<file path="src/mcd_consts.vh">
// constants of the mechanism command decoder
`ifndef MCD_CONSTS_VH
`define MCD_CONSTS_VH
// ----------------------------------------
// command codes and identifier words
// ----------------------------------------
`define MCD_CODE_AUTO_SAFE 8'h5F
`define MCD_ID_AUTO_SAFE 16'hC09A
`define MCD_CODE_CAL_POWER 8'h66
`define MCD_ID_CAL_POWER 16'h00A5
`define MCD_CODE_CAL_SRC 8'h65
`define MCD_ID_CAL_SRC 16'h6006
`define MCD_CODE_CLEAR_ERR 8'h58
`define MCD_ID_CLEAR_ERR 16'hE824
`define MCD_CODE_LOG_CTRL 8'h67
`define MCD_ID_LOG_CTRL 16'h8888
// ----------------------------------------
// length words and parameter values
// ----------------------------------------
`define MCD_LEN_PARAM 16'h0002
`define MCD_LEN_NONE 16'h0000
`define MCD_PAR_ON 16'h0001
`define MCD_PAR_OFF 16'hFFFF
`define MCD_SRC_LED1 16'h0001
`define MCD_SRC_LED2 16'h0002
`define MCD_SRC_BOTH 16'h0003
`define MCD_SRC_NONE 16'h0000
// ----------------------------------------
// logging word fields
// ----------------------------------------
`define MCD_LOG_CLR_LO 1
`define MCD_LOG_CLR_HI 7
`define MCD_LOG_SET_SHUT 10
`define MCD_LOG_SET_GRA 11
`define MCD_LOG_SET_SS 12
`define MCD_LOG_SET_CMIR 13
`define MCD_LOG_SET_FMIR 14
// ----------------------------------------
// reset values and timing
// ----------------------------------------
`define MCD_TRACE_RST 7'h7F
`define MCD_CLK_MHZ 250
`define MCD_TIMEOUT_US 100
`define MCD_TIMEOUT_CYC (`MCD_TIMEOUT_US * `MCD_CLK_MHZ)
`endif

</file>
<file path="src/mcd_trace_buf.v">
// one circular trace buffer
module mcd_trace_buf (
    input wire ref_clk,
    input wire rst,
    input wire enable,
    input wire clear,
    input wire wr_valid,
    input wire [15:0] wr_data,
    input wire [3:0] rd_addr,
    output reg [15:0] rd_data_r,
    output reg [4:0] fill_r
);
    reg [15:0] mem [0:15];
    reg [3:0] wr_ptr_r;
    always @(posedge ref_clk) begin
        if (rst || clear) begin
            wr_ptr_r <= 4'h0;
            fill_r <= 5'h00;
        end else if (enable && wr_valid) begin
            wr_ptr_r <= wr_ptr_r + 4'h1;
            if (fill_r != 5'h10) begin
                fill_r <= fill_r + 5'h01;
            end
        end
    end
    always @(posedge ref_clk) begin
        if (enable && wr_valid && !clear) begin
            mem[wr_ptr_r] <= wr_data;
        end
        // entries past the fill level read as erased
        rd_data_r <= ({1'b0, rd_addr} < fill_r) ? mem[rd_addr] : 16'h0000;
    end
endmodule

</file>
<file path="src/mcd_decoder.v">
// command word decoder for the mechanism controller
//
// How it works
// - auto-safe enable runs the health monitor
// - auto-safe off at reset; 0001 on, FFFF off
// - cal power relay: 0001 closed, FFFF open
// - cal source word selects LED one, two, both
// - error clear zeroes both error status words
// - logging command takes one parameter word
// - clear bit erases matching trace buffer
// - set bit enables buffer, zero disables; stepper buffers enable only with bits eleven to fourteen all set
// - trace buffers are circular, overwrite oldest
// - clear bits one to seven, others spare
// - bits ten to twelve enable shutter, grating, slit
// - stepper trace off stops all stepper logging
// - shutter disable affects only shutter trace
// - bits thirteen, fourteen enable mirror traces
// - all trace buffers enabled after reset
`include "mcd_consts.vh"
module mcd_decoder #(
    parameter TIMEOUT_CYC = `MCD_TIMEOUT_CYC
) (
    input wire ref_clk,
    input wire rst,
    input wire cmd_valid,
    input wire [15:0] cmd_word,
    input wire [15:0] err_set_high,
    input wire [15:0] err_set_low,
    input wire limit_fault,
    input wire trace_wr_valid,
    input wire [15:0] trace_wr_data,
    input wire [2:0] trace_rd_sel,
    input wire [3:0] trace_rd_addr,
    output reg cmd_ack_r,
    output reg cmd_nack_r,
    output reg auto_safe_en_r,
    output reg safe_action_r,
    output reg cal_relay_closed_r,
    output reg [1:0] calib_source_status_r,
    output reg [15:0] error_status_high_word_r,
    output reg [15:0] error_status_low_word_r,
    output reg [6:0] trace_en_r,
    output reg [15:0] trace_rd_data_r
);
    // ----------------------------------------
    // states
    // ----------------------------------------
    localparam ST_CODE = 2'd0;
    localparam ST_ID = 2'd1;
    localparam ST_LEN = 2'd2;
    localparam ST_PAR = 2'd3;
    localparam [31:0] TO_LAST = TIMEOUT_CYC - 1;

    reg [1:0] state_r;
    reg [7:0] code_r;
    reg [15:0] id_r;
    reg [15:0] len_r;
    reg [31:0] timer_r;
    reg [6:0] trace_clr_r;
    reg [6:0] trace_en_nxt;
    reg known;
    reg needs_par;
    reg par_ok;
    wire [15:0] buf_rd [0:6];

    // ----------------------------------------
    // pair and parameter checks
    // ----------------------------------------
    always @* begin
        known = 1'b1;
        needs_par = 1'b1;
        case (code_r)
            `MCD_CODE_AUTO_SAFE: known = (id_r == `MCD_ID_AUTO_SAFE);
            `MCD_CODE_CAL_POWER: known = (id_r == `MCD_ID_CAL_POWER);
            `MCD_CODE_CAL_SRC: known = (id_r == `MCD_ID_CAL_SRC);
            `MCD_CODE_LOG_CTRL: known = (id_r == `MCD_ID_LOG_CTRL);
            `MCD_CODE_CLEAR_ERR: begin
                known = (id_r == `MCD_ID_CLEAR_ERR);
                needs_par = 1'b0;
            end
            default: known = 1'b0;
        endcase
    end

    always @* begin
        case (code_r)
            `MCD_CODE_AUTO_SAFE, `MCD_CODE_CAL_POWER: par_ok = (cmd_word == `MCD_PAR_ON) ||
                (cmd_word == `MCD_PAR_OFF);
            `MCD_CODE_CAL_SRC: par_ok = (cmd_word[15:2] == 14'h0000);
            default: par_ok = 1'b1;
        endcase
    end

    // ----------------------------------------
    // new trace enables from a logging word
    // ----------------------------------------
    // index: 0 power, 1 shutter, 2 grating, 3 slit, 4 coarse, 5 fine, 6 command
    always @* begin
        trace_en_nxt = trace_en_r;
        trace_en_nxt[1] = cmd_word[`MCD_LOG_SET_SHUT];
        if (!cmd_word[`MCD_LOG_SET_GRA] || !cmd_word[`MCD_LOG_SET_SS] || !cmd_word[`MCD_LOG_SET_CMIR] ||
            !cmd_word[`MCD_LOG_SET_FMIR]) begin
            trace_en_nxt[5:2] = 4'h0;
        end else begin
            trace_en_nxt[5:2] = 4'hF;
        end
    end

    // ----------------------------------------
    // command sequencer
    // ----------------------------------------
    always @(posedge ref_clk) begin
        if (rst) begin
            state_r <= ST_CODE;
            code_r <= 8'h00;
            id_r <= 16'h0000;
            len_r <= 16'h0000;
            timer_r <= 32'h00000000;
            cmd_ack_r <= 1'b0;
            cmd_nack_r <= 1'b0;
            auto_safe_en_r <= 1'b0;
            cal_relay_closed_r <= 1'b1;
            calib_source_status_r <= 2'h0;
            trace_en_r <= `MCD_TRACE_RST;
            trace_clr_r <= 7'h00;
        end else begin
            cmd_ack_r <= 1'b0;
            cmd_nack_r <= 1'b0;
            trace_clr_r <= 7'h00;
            if (state_r != ST_CODE) begin
                timer_r <= timer_r + 32'h00000001;
            end
            if (state_r != ST_CODE && !cmd_valid && timer_r >= TO_LAST) begin
                state_r <= ST_CODE;
            end else if (cmd_valid) begin
                timer_r <= 32'h00000000;
                case (state_r)
                    ST_CODE: begin
                        code_r <= cmd_word[7:0];
                        state_r <= ST_ID;
                    end
                    ST_ID: begin
                        id_r <= cmd_word;
                        state_r <= ST_LEN;
                    end
                    ST_LEN: begin
                        len_r <= cmd_word;
                        if (!known || (needs_par && cmd_word != `MCD_LEN_PARAM) ||
                            (!needs_par && cmd_word != `MCD_LEN_NONE)) begin
                            cmd_nack_r <= 1'b1;
                            state_r <= ST_CODE;
                        end else if (!needs_par) begin
                            cmd_ack_r <= 1'b1;
                            state_r <= ST_CODE;
                        end else begin
                            state_r <= ST_PAR;
                        end
                    end
                    ST_PAR: begin
                        state_r <= ST_CODE;
                        if (!par_ok) begin
                            cmd_nack_r <= 1'b1;
                        end else begin
                            cmd_ack_r <= 1'b1;
                            case (code_r)
                                `MCD_CODE_AUTO_SAFE: auto_safe_en_r <= (cmd_word == `MCD_PAR_ON);
                                `MCD_CODE_CAL_POWER: cal_relay_closed_r <= (cmd_word == `MCD_PAR_ON);
                                `MCD_CODE_CAL_SRC: calib_source_status_r <= cmd_word[1:0];
                                `MCD_CODE_LOG_CTRL: begin
                                    trace_en_r <= trace_en_nxt;
                                    trace_clr_r <= cmd_word[`MCD_LOG_CLR_HI:`MCD_LOG_CLR_LO];
                                end
                                default: cmd_ack_r <= 1'b1;
                            endcase
                        end
                    end
                    default: state_r <= ST_CODE;
                endcase
            end
        end
    end

    // ----------------------------------------
    // error words and health monitor
    // ----------------------------------------
    wire clr_err = cmd_valid && state_r == ST_LEN && known && !needs_par && cmd_word == `MCD_LEN_NONE;
    always @(posedge ref_clk) begin
        if (rst) begin
            error_status_high_word_r <= 16'h0000;
            error_status_low_word_r <= 16'h0000;
            safe_action_r <= 1'b0;
        end else begin
            // new errors win over the clear
            error_status_high_word_r <= (clr_err ? 16'h0000 : error_status_high_word_r) | err_set_high;
            error_status_low_word_r <= (clr_err ? 16'h0000 : error_status_low_word_r) | err_set_low;
            safe_action_r <= auto_safe_en_r && limit_fault;
        end
    end

    // ----------------------------------------
    // trace buffers
    // ----------------------------------------
    genvar g;
    generate
        for (g = 0; g < 7; g = g + 1) begin : tb
            mcd_trace_buf u_buf (
                .ref_clk(ref_clk),
                .rst(rst),
                .enable(trace_en_r[g]),
                .clear(trace_clr_r[g]),
                .wr_valid(trace_wr_valid),
                .wr_data(trace_wr_data),
                .rd_addr(trace_rd_addr),
                .rd_data_r(buf_rd[g]),
                .fill_r()
            );
        end
    endgenerate

    always @(posedge ref_clk) begin
        if (rst) begin
            trace_rd_data_r <= 16'h0000;
        end else begin
            trace_rd_data_r <= (trace_rd_sel == 3'h7) ? 16'h0000 : buf_rd[trace_rd_sel];
        end
    end
endmodule

</file>
<file path="config.mk">
export PLATFORM = sky130hd
export DESIGN_NAME = mcd_decoder
export DESIGN_NICKNAME = d
export VERILOG_FILES = /design/src/mcd_trace_buf.v /design/src/mcd_decoder.v
export VERILOG_INCLUDE_DIRS = /design/src
export SDC_FILE = /design/constraint.sdc
export NUM_CORES = 2
export LEC_CHECK = 0
export ABC_AREA = 1
export ABC_CLOCK_PERIOD_IN_PS = 5000
export BUFFER_PORTS_ARGS = -buffer_cell sky130_fd_sc_hd__buf_2
export CORE_MARGIN = 5
export CORE_UTILIZATION = 40
export CTS_CLUSTER_DIAMETER = 30
export CTS_CLUSTER_SIZE = 10
export DETAILED_ROUTE_END_ITERATION = 10
export PLACE_DENSITY = 0.62
export SLEW_MARGIN = 20
export SYNTH_ARGS = -nofsm -noshare
export SYNTH_HDL_FRONTEND = slang
export SYNTH_SLANG_ARGS = --single-unit
</file>
<file path="constraint.sdc">
create_clock -name ref_clk -period 5 [get_ports ref_clk]
set_input_delay 1.5 -clock ref_clk [delete_from_list [all_inputs] [get_ports ref_clk]]
set_output_delay 1.5 -clock ref_clk [all_outputs]
set_load 0.03 [all_outputs]
</file>
Yosys cells after proc, flatten, opt, wreduce, memory -nomap -nowiden
Memories as Yosys holds them, arrays and structs flattened. A register that Yosys moved wholly into a read port is not among the register bits.
Index checks and enable logic that the tools add are counted.

storage, ports and cells
  register bits after elaboration = 188
  RAM bits = 1792
  bits of input ports = 76
  output and inout bits = 62
  word-level logic and storage cells = 205
  memories kept = 7

operators by class
  $add $sub $neg = 15
  $lt $le $gt $ge = 9
  equality and inequality tests = 24
  mux-type cells = 36
  bitwise gates (word level) = 8
  reduce and logical (&&, ||, !) cells = 77

memory list
  memory           words  bits a word  read ports  clocked after memory_dff  write ports  line                text
  tb[0].u_buf.mem  16     16           1           1                         1            mcd_trace_buf.v:13  reg [15:0] mem [0:15];
  tb[1].u_buf.mem  16     16           1           1                         1            mcd_trace_buf.v:13
  tb[2].u_buf.mem  16     16           1           1                         1            mcd_trace_buf.v:13
  tb[3].u_buf.mem  16     16           1           1                         1            mcd_trace_buf.v:13
  tb[4].u_buf.mem  16     16           1           1                         1            mcd_trace_buf.v:13
  tb[5].u_buf.mem  16     16           1           1                         1            mcd_trace_buf.v:13
  +1 memories      -      -            -           -                         -            -

operator list
  cell                                                                  count
  2-to-1 mux 32 bit                                                     3
  == test 16 bit (second input constant)                                4
  2-to-1 mux 16 bit                                                     4
  binary-select mux 16 bit (select 3 bit)                               1
  == test 8 x 7 -> 1 bit (second input constant)                        5
  adder 5 x 1 -> 5 bit (second input constant)                          7
  less-than comparator 4 x 5 -> 1 bit                                   7
  != test 5 bit (second input constant)                                 7
  adder 32 x 1 -> 32 bit (second input constant)                        1
  greater-or-equal comparator 32 x 15 -> 1 bit (second input constant)  1
  OR 16 bit                                                             2
  adder 4 x 1 -> 4 bit (second input constant)                          7
  logical AND 1 bit                                                     21
  logical NOT 1 bit                                                     20
  2-to-1 mux 1 bit                                                      20
  AND reduction 5 bit                                                   4
  == test 16 x 1 -> 1 bit (second input constant)                       1
  == test 16 x 15 -> 1 bit (second input constant)                      1
  == test 16 x 8 -> 1 bit (second input constant)                       1
  logical NOT 16 bit                                                    1
  != test 16 x 2 -> 1 bit (second input constant)                       1
  nonzero test 16 bit                                                   1
  logical NOT 14 bit                                                    1
  AND reduction 2 bit                                                   7
  18 further kinds                                                      41

Depth between registers and ports, before layout
  depth after elaboration = 7
  gate-level depth with buffers = 17
  mapped depth without buffers = 16

By module
From an unflattened synthesis, not the netlist that was laid out.

second synthesis, totals
  cell total of the unflattened synthesis = 7574
  area total of the unflattened synthesis = 84247.0 µm²

modules (own cells, without submodules)
  module         instances  cells an instance  area each (µm²)  seq. area each (µm²)
  mcd_trace_buf  7          952                11154.4          8187.9
  mcd_decoder    1          910                6165.9           2442.3

Worst setup path after synthesis
Ideal clock, no wire load.

  path type = input-to-reg
  start = in trace_wr_valid
  end = mem tb[2].u_buf.mem[7][0] (enable)
  library setup time = 430 ps
  data arrival time = 3688 ps
  required time = 4570 ps
  setup slack = 882 ps
  stages = 5
  buffers on the path = 1
  cell sequence = buf_2 nand2_1 clkinv_1 nand2_1 nor4_1

on the way
  cells in the longest elaborated chain, start to end = 4

ends and longest elaborated chain
  what                                    line                text
  from (decl)                             mcd_decoder.v:30    input wire trace_wr_valid,
  logical AND 1 bit (2 in a row)          mcd_trace_buf.v:27  if (enable && wr_valid && !clear) begin
  2-to-1 mux 1 bit                        mcd_trace_buf.v:27
  2-to-1 mux 1 bit (not written as such)  mcd_trace_buf.v:28  mem[wr_ptr_r] <= wr_data;
  to (decl)                               mcd_trace_buf.v:13

Every way passes these cells.

Final worst setup path
  start = reg trace_rd_data_r[6]
  end = out trace_rd_data_r[6]

RTL lines
  what                    line               text
  from (decl)             mcd_decoder.v:43   output reg [15:0] trace_rd_data_r
  from (signal assigned)  mcd_decoder.v:224  trace_rd_data_r <= (trace_rd_sel == 3'h7) ? 16'h0000 : buf_rd[trace_rd_sel];

No word-level cell between the ends.

==> reports/metrics.csv <==
stage,metric,value,unit
yosys,synthesized instance count,6533,
critical_path,internal reg-to-reg setup slack,2.57,ns
clocking,Worst-path clk slew,0.05,ns
grt,first-pass GRT wire length,346,mm
layout,Layout Area Growth over Synthesis,23.8,%
power_and_ir_drop,Pwr Density,496,nW/um2
layout,"Cell Count, Final, Fillers Out",9940,
route,remaining antenna violation count after routing,0,
sta,PnR worst setup slack,1.74,ns
job,Max-Cap Viols,0,
route,DRC marker count from the first detailed-route iteration,5815,
floorplanning,Cell Rows,165,
critical_path,classification of the worst setup path,flip-flop to output pin,
clocking,clock latency reported for the late side of the worst-skew pair,0.96,ns
grt,met2 track demand over resource in global routing,0.327,
critical_path,Crit path buffers/inverters,1,
critical_path,gate family responsible for the most delay along the worst path,flip-flops,
yosys,average instance area after synthesis,12.5,um2
power_and_ir_drop,leakage power,34.4,nW
clocking,htree depth,5,
floorplanning,initial cell density of the core,0.403,
grt,global route overflow,0,
clocking,CTS tree,built,
route,routed wirelength normalized by instance count,23.4,um
floorplanning,Die Footprint,213000,um2
yosys,largest cells by area after synthesis,"sky130_fd_sc_hd__edfxtp_1 66%, sky130_fd_sc_hd__dfxtp_1 7.3%, sky130_fd_sc_hd__o21ai_0 6.6%",
yosys,post-synth top area share,0.659,
grt,busiest grt layer,met2,
clocking,Post-CTS Setup Repair Bufs,0,
route,final wirelength,232,mm
route,drt drc,0,
place,DP Worst Slack,1.17,ns
clocking,clock sink count,2089,
place,number of port buffers,135,
critical_path,worst path required time,3.50,ns
layout,ratio of cells with drive above 1 in the final layout,0.159,
yosys,number of warnings printed during yosys synthesis,0,
clocking,Longest Clk Path Bufs,4,
critical_path,"slowest stage cell, crit path",sky130_fd_sc_hd__dfxtp_1,
layout,count of fill cells added during filler insertion,17100,
run_status,run status,completed,
place,half-perimeter wire length after placement,130,mm
sta,setup violation total in the final timing report,0,
place,Final Wtd Congestion,0.916,
clocking,hold-fix buffers at CTS,0,
sta,shortest clock period the worst path allows after layout,3.26,ns
clocking,master cell of the clock root buffer,sky130_fd_sc_hd__clkbuf_16,
critical_path,arrival time reported for the critical path endpoint,1.76,ns
yosys,sequential cell area fraction in the yosys report,0.732,
power_and_ir_drop,Worst VDD drop,0.331,mV
route,vias after detailed routing,55900,
floorplanning,Core ar.,203000,um2
critical_path,crit end category,output pin,
clocking,clock buffers created by TritonCTS,424,
route,total iterations of the first detailed-routing run,5,
sta,Final Hold Vio Count,0,
sta,final number of max-transition violations,0,
grt,initial antenna violation count,9,
yosys,Post-Synthesis Cell Area,81700,um2
hold_path,Hold Crit Class,flip-flop to flip-flop,
sta,Max Fclk,307,MHz
grt,vias in the first global route,55200,
yosys,most area-hungry cell type in the Yosys netlist,sky130_fd_sc_hd__edfxtp_1,
layout,layout net count,7056,
sta,RSZ-0062 raised after global routing,false,
floorplanning,IO Pins,138,
sta,worst clock skew on the final layout,0.0657,ns
sta,setup TNS,0,ns
critical_path,critical-path maximum fanout,1,
critical_path,critical path cell sequence,buf_2,
grt,met1 usage in global routing,0.291,
sta,worst-margin pin slew,1.12,ns
critical_path,Critical Path Max Stage Delay,0.57,ns
sta,final period utilization,0.652,
route,vias per cell,5.63,
sta,normalized max-slew margin,0.255,
grt,overall track demand over capacity in global routing,0.212,
place,Placed Cells,9161,
yosys,"flops & latches, synth",2089,
grt,maximum number of pins on one net before global-route repair,169,
yosys,count of unique library cells instantiated by Yosys,46,
floorplanning,die outline height,462,um
critical_path,category of the worst setup path launch point,flip-flop,
clocking,Resized cells post-CTS,0,
floorplanning,width of the chip,462,um
grt,global routing usage on met3,0.0430,
sequential cells by signal, summed over array words and instances, names as in the netlist:
| register | cells |
|---|---|
| cal_relay_closed_r | 1 |
| tb.u_buf.rd_data_r | 112 |
| tb.u_buf.wr_ptr_r | 28 |
| cmd_ack_r | 1 |
| error_status_high_word_r | 16 |
| state_r | 2 |
| trace_clr_r | 7 |
| id_r | 16 |
| trace_en_r | 2 |
| safe_action_r | 1 |
| timer_r | 32 |
| calib_source_status_r | 2 |
| tb.u_buf.mem | 1792 |
| error_status_low_word_r | 16 |
| auto_safe_en_r | 1 |
| trace_rd_data_r | 16 |
| cmd_nack_r | 1 |
| code_r | 8 |
| tb.u_buf.fill_r | 35 |
cell usage after synthesis (all sizes together):
| master | number |
|---|---|
| edfxtp | 1792 |
| nor2 | 1360 |
| o21ai | 1104 |
| clkbuf | 371 |
| o221ai | 324 |
| dfxtp | 297 |
| a21oi | 252 |
| nand3 | 232 |
| nand2 | 230 |
| inv | 183 |
| o22ai | 124 |
| ha | 64 |
| buf | 54 |
| nor3 | 50 |
| nand4 | 15 |
| nor4 | 10 |
| xor2 | 10 |
| a41oi | 9 |
| a221oi | 8 |
| clkinv | 8 |
| nor3b | 7 |
| o21bai | 7 |
| xnor2 | 7 |
| a211oi | 3 |
| o31ai | 3 |
| and3b | 2 |
| o21a | 2 |
| a31oi | 1 |
| conb | 1 |
| nand3b | 1 |
| o211ai | 1 |
| or2 | 1 |
logic make-up (layout without fill, tap and decap cells):
kind of cell / Yosys count / after routing / synth area share
flip-flops: 2089 / 2089 / 0.732
AND/OR/NAND/NOR: 1908 / 1908 / 0.0949
AO/OA/AOI/OAI: 1838 / 1838 / 0.132
buffers and inverters: 616 / 1345 / 0.0295
adder cells (fa/ha/maj): 64 / 64 / 0.00981
XOR/XNOR: 17 / 17 / 0.00182
other: 1 / 7 / 0.0000459
path summary, 6_finish.rpt:
check,startpoint,end,cells after the start
worst min register to register,id_r[12],id_r[12],2
worst min-delay path,id_r[12],id_r[12],2
worst max register to register,trace_en_r[4],tb[5].u_buf.mem[11][14],6
worst max-delay path,trace_rd_data_r[6],trace_rd_data_r[6],1
cells in the final DEF (no fill, tap or decap), types with 9 or more instances in the layout:
cell type                    count
sky130_fd_sc_hd__buf_2         115
sky130_fd_sc_hd__clkinv_1       49
sky130_fd_sc_hd__o221ai_1      324
sky130_fd_sc_hd__nand3_1       231
sky130_fd_sc_hd__xor2_1         10
sky130_fd_sc_hd__nor3_2         20
sky130_fd_sc_hd__o21ai_0      1070
sky130_fd_sc_hd__inv_6          26
sky130_fd_sc_hd__nor4_1          9
sky130_fd_sc_hd__buf_12         31
sky130_fd_sc_hd__buf_4         229
sky130_fd_sc_hd__a21oi_2        30
sky130_fd_sc_hd__clkbuf_8       32
sky130_fd_sc_hd__edfxtp_1     1792
sky130_fd_sc_hd__clkbuf_16     436
sky130_fd_sc_hd__nor2_1       1347
sky130_fd_sc_hd__clkinv_2       60
sky130_fd_sc_hd__nor3_1         29
sky130_fd_sc_hd__o22ai_1       124
sky130_fd_sc_hd__bufinv_16      60
sky130_fd_sc_hd__a41oi_1         9
sky130_fd_sc_hd__o21ai_1        33
sky130_fd_sc_hd__clkinvlp_4     42
sky130_fd_sc_hd__clkbuf_1       45
sky130_fd_sc_hd__a21oi_1       222
sky130_fd_sc_hd__clkinv_4       29
sky130_fd_sc_hd__ha_1           64
sky130_fd_sc_hd__nand2_1       218
sky130_fd_sc_hd__inv_1         175
sky130_fd_sc_hd__dfxtp_1       297
sky130_fd_sc_hd__nand4_1        15
layer usage:
metal,vias to the layer above,share of wire
li1,25100,-
met5,-,0.00020
met3,428,0.087
met2,2654,0.46
met1,27800,0.42
met4,6,0.041
layout make-up:
cell class                 count  area [um2]  area share
multi-input combinational   3829       19600       0.194
inverter                     191         744     0.00737
timing repair buffer         381        3010      0.0298
antenna                        5        12.5    0.000124
sequential                  2089       59800       0.591
clock inverter               260        3060      0.0303
clock buffer                 513       11500       0.114
tap                         2672        3340      0.0331
power by group:
part	total, mW	leakage [nW]	internal (mW)	switching, mW
registers	19.5	18.6	19.3	0.191
clock network	28.4	7.05	19.4	8.99
logic	2.30	8.76	0.595	1.70
through the flow:
step | hold slack, ns | utilization | power [mW] | instance area, um2
global route | 0.483 | 0.498 | 51.6 | 101000
finish | 0.450 | 0.499 | 50.1 | 101000
global placement | 0.434 | 0.426 | 22.0 | 86400
detailed placement | 0.443 | 0.426 | 22.1 | 86400
floorplan | 0.423 | - | 20.9 | 81700
CTS | 0.450 | 0.498 | 50.4 | 101000
(Power assumes the default switching activity.)
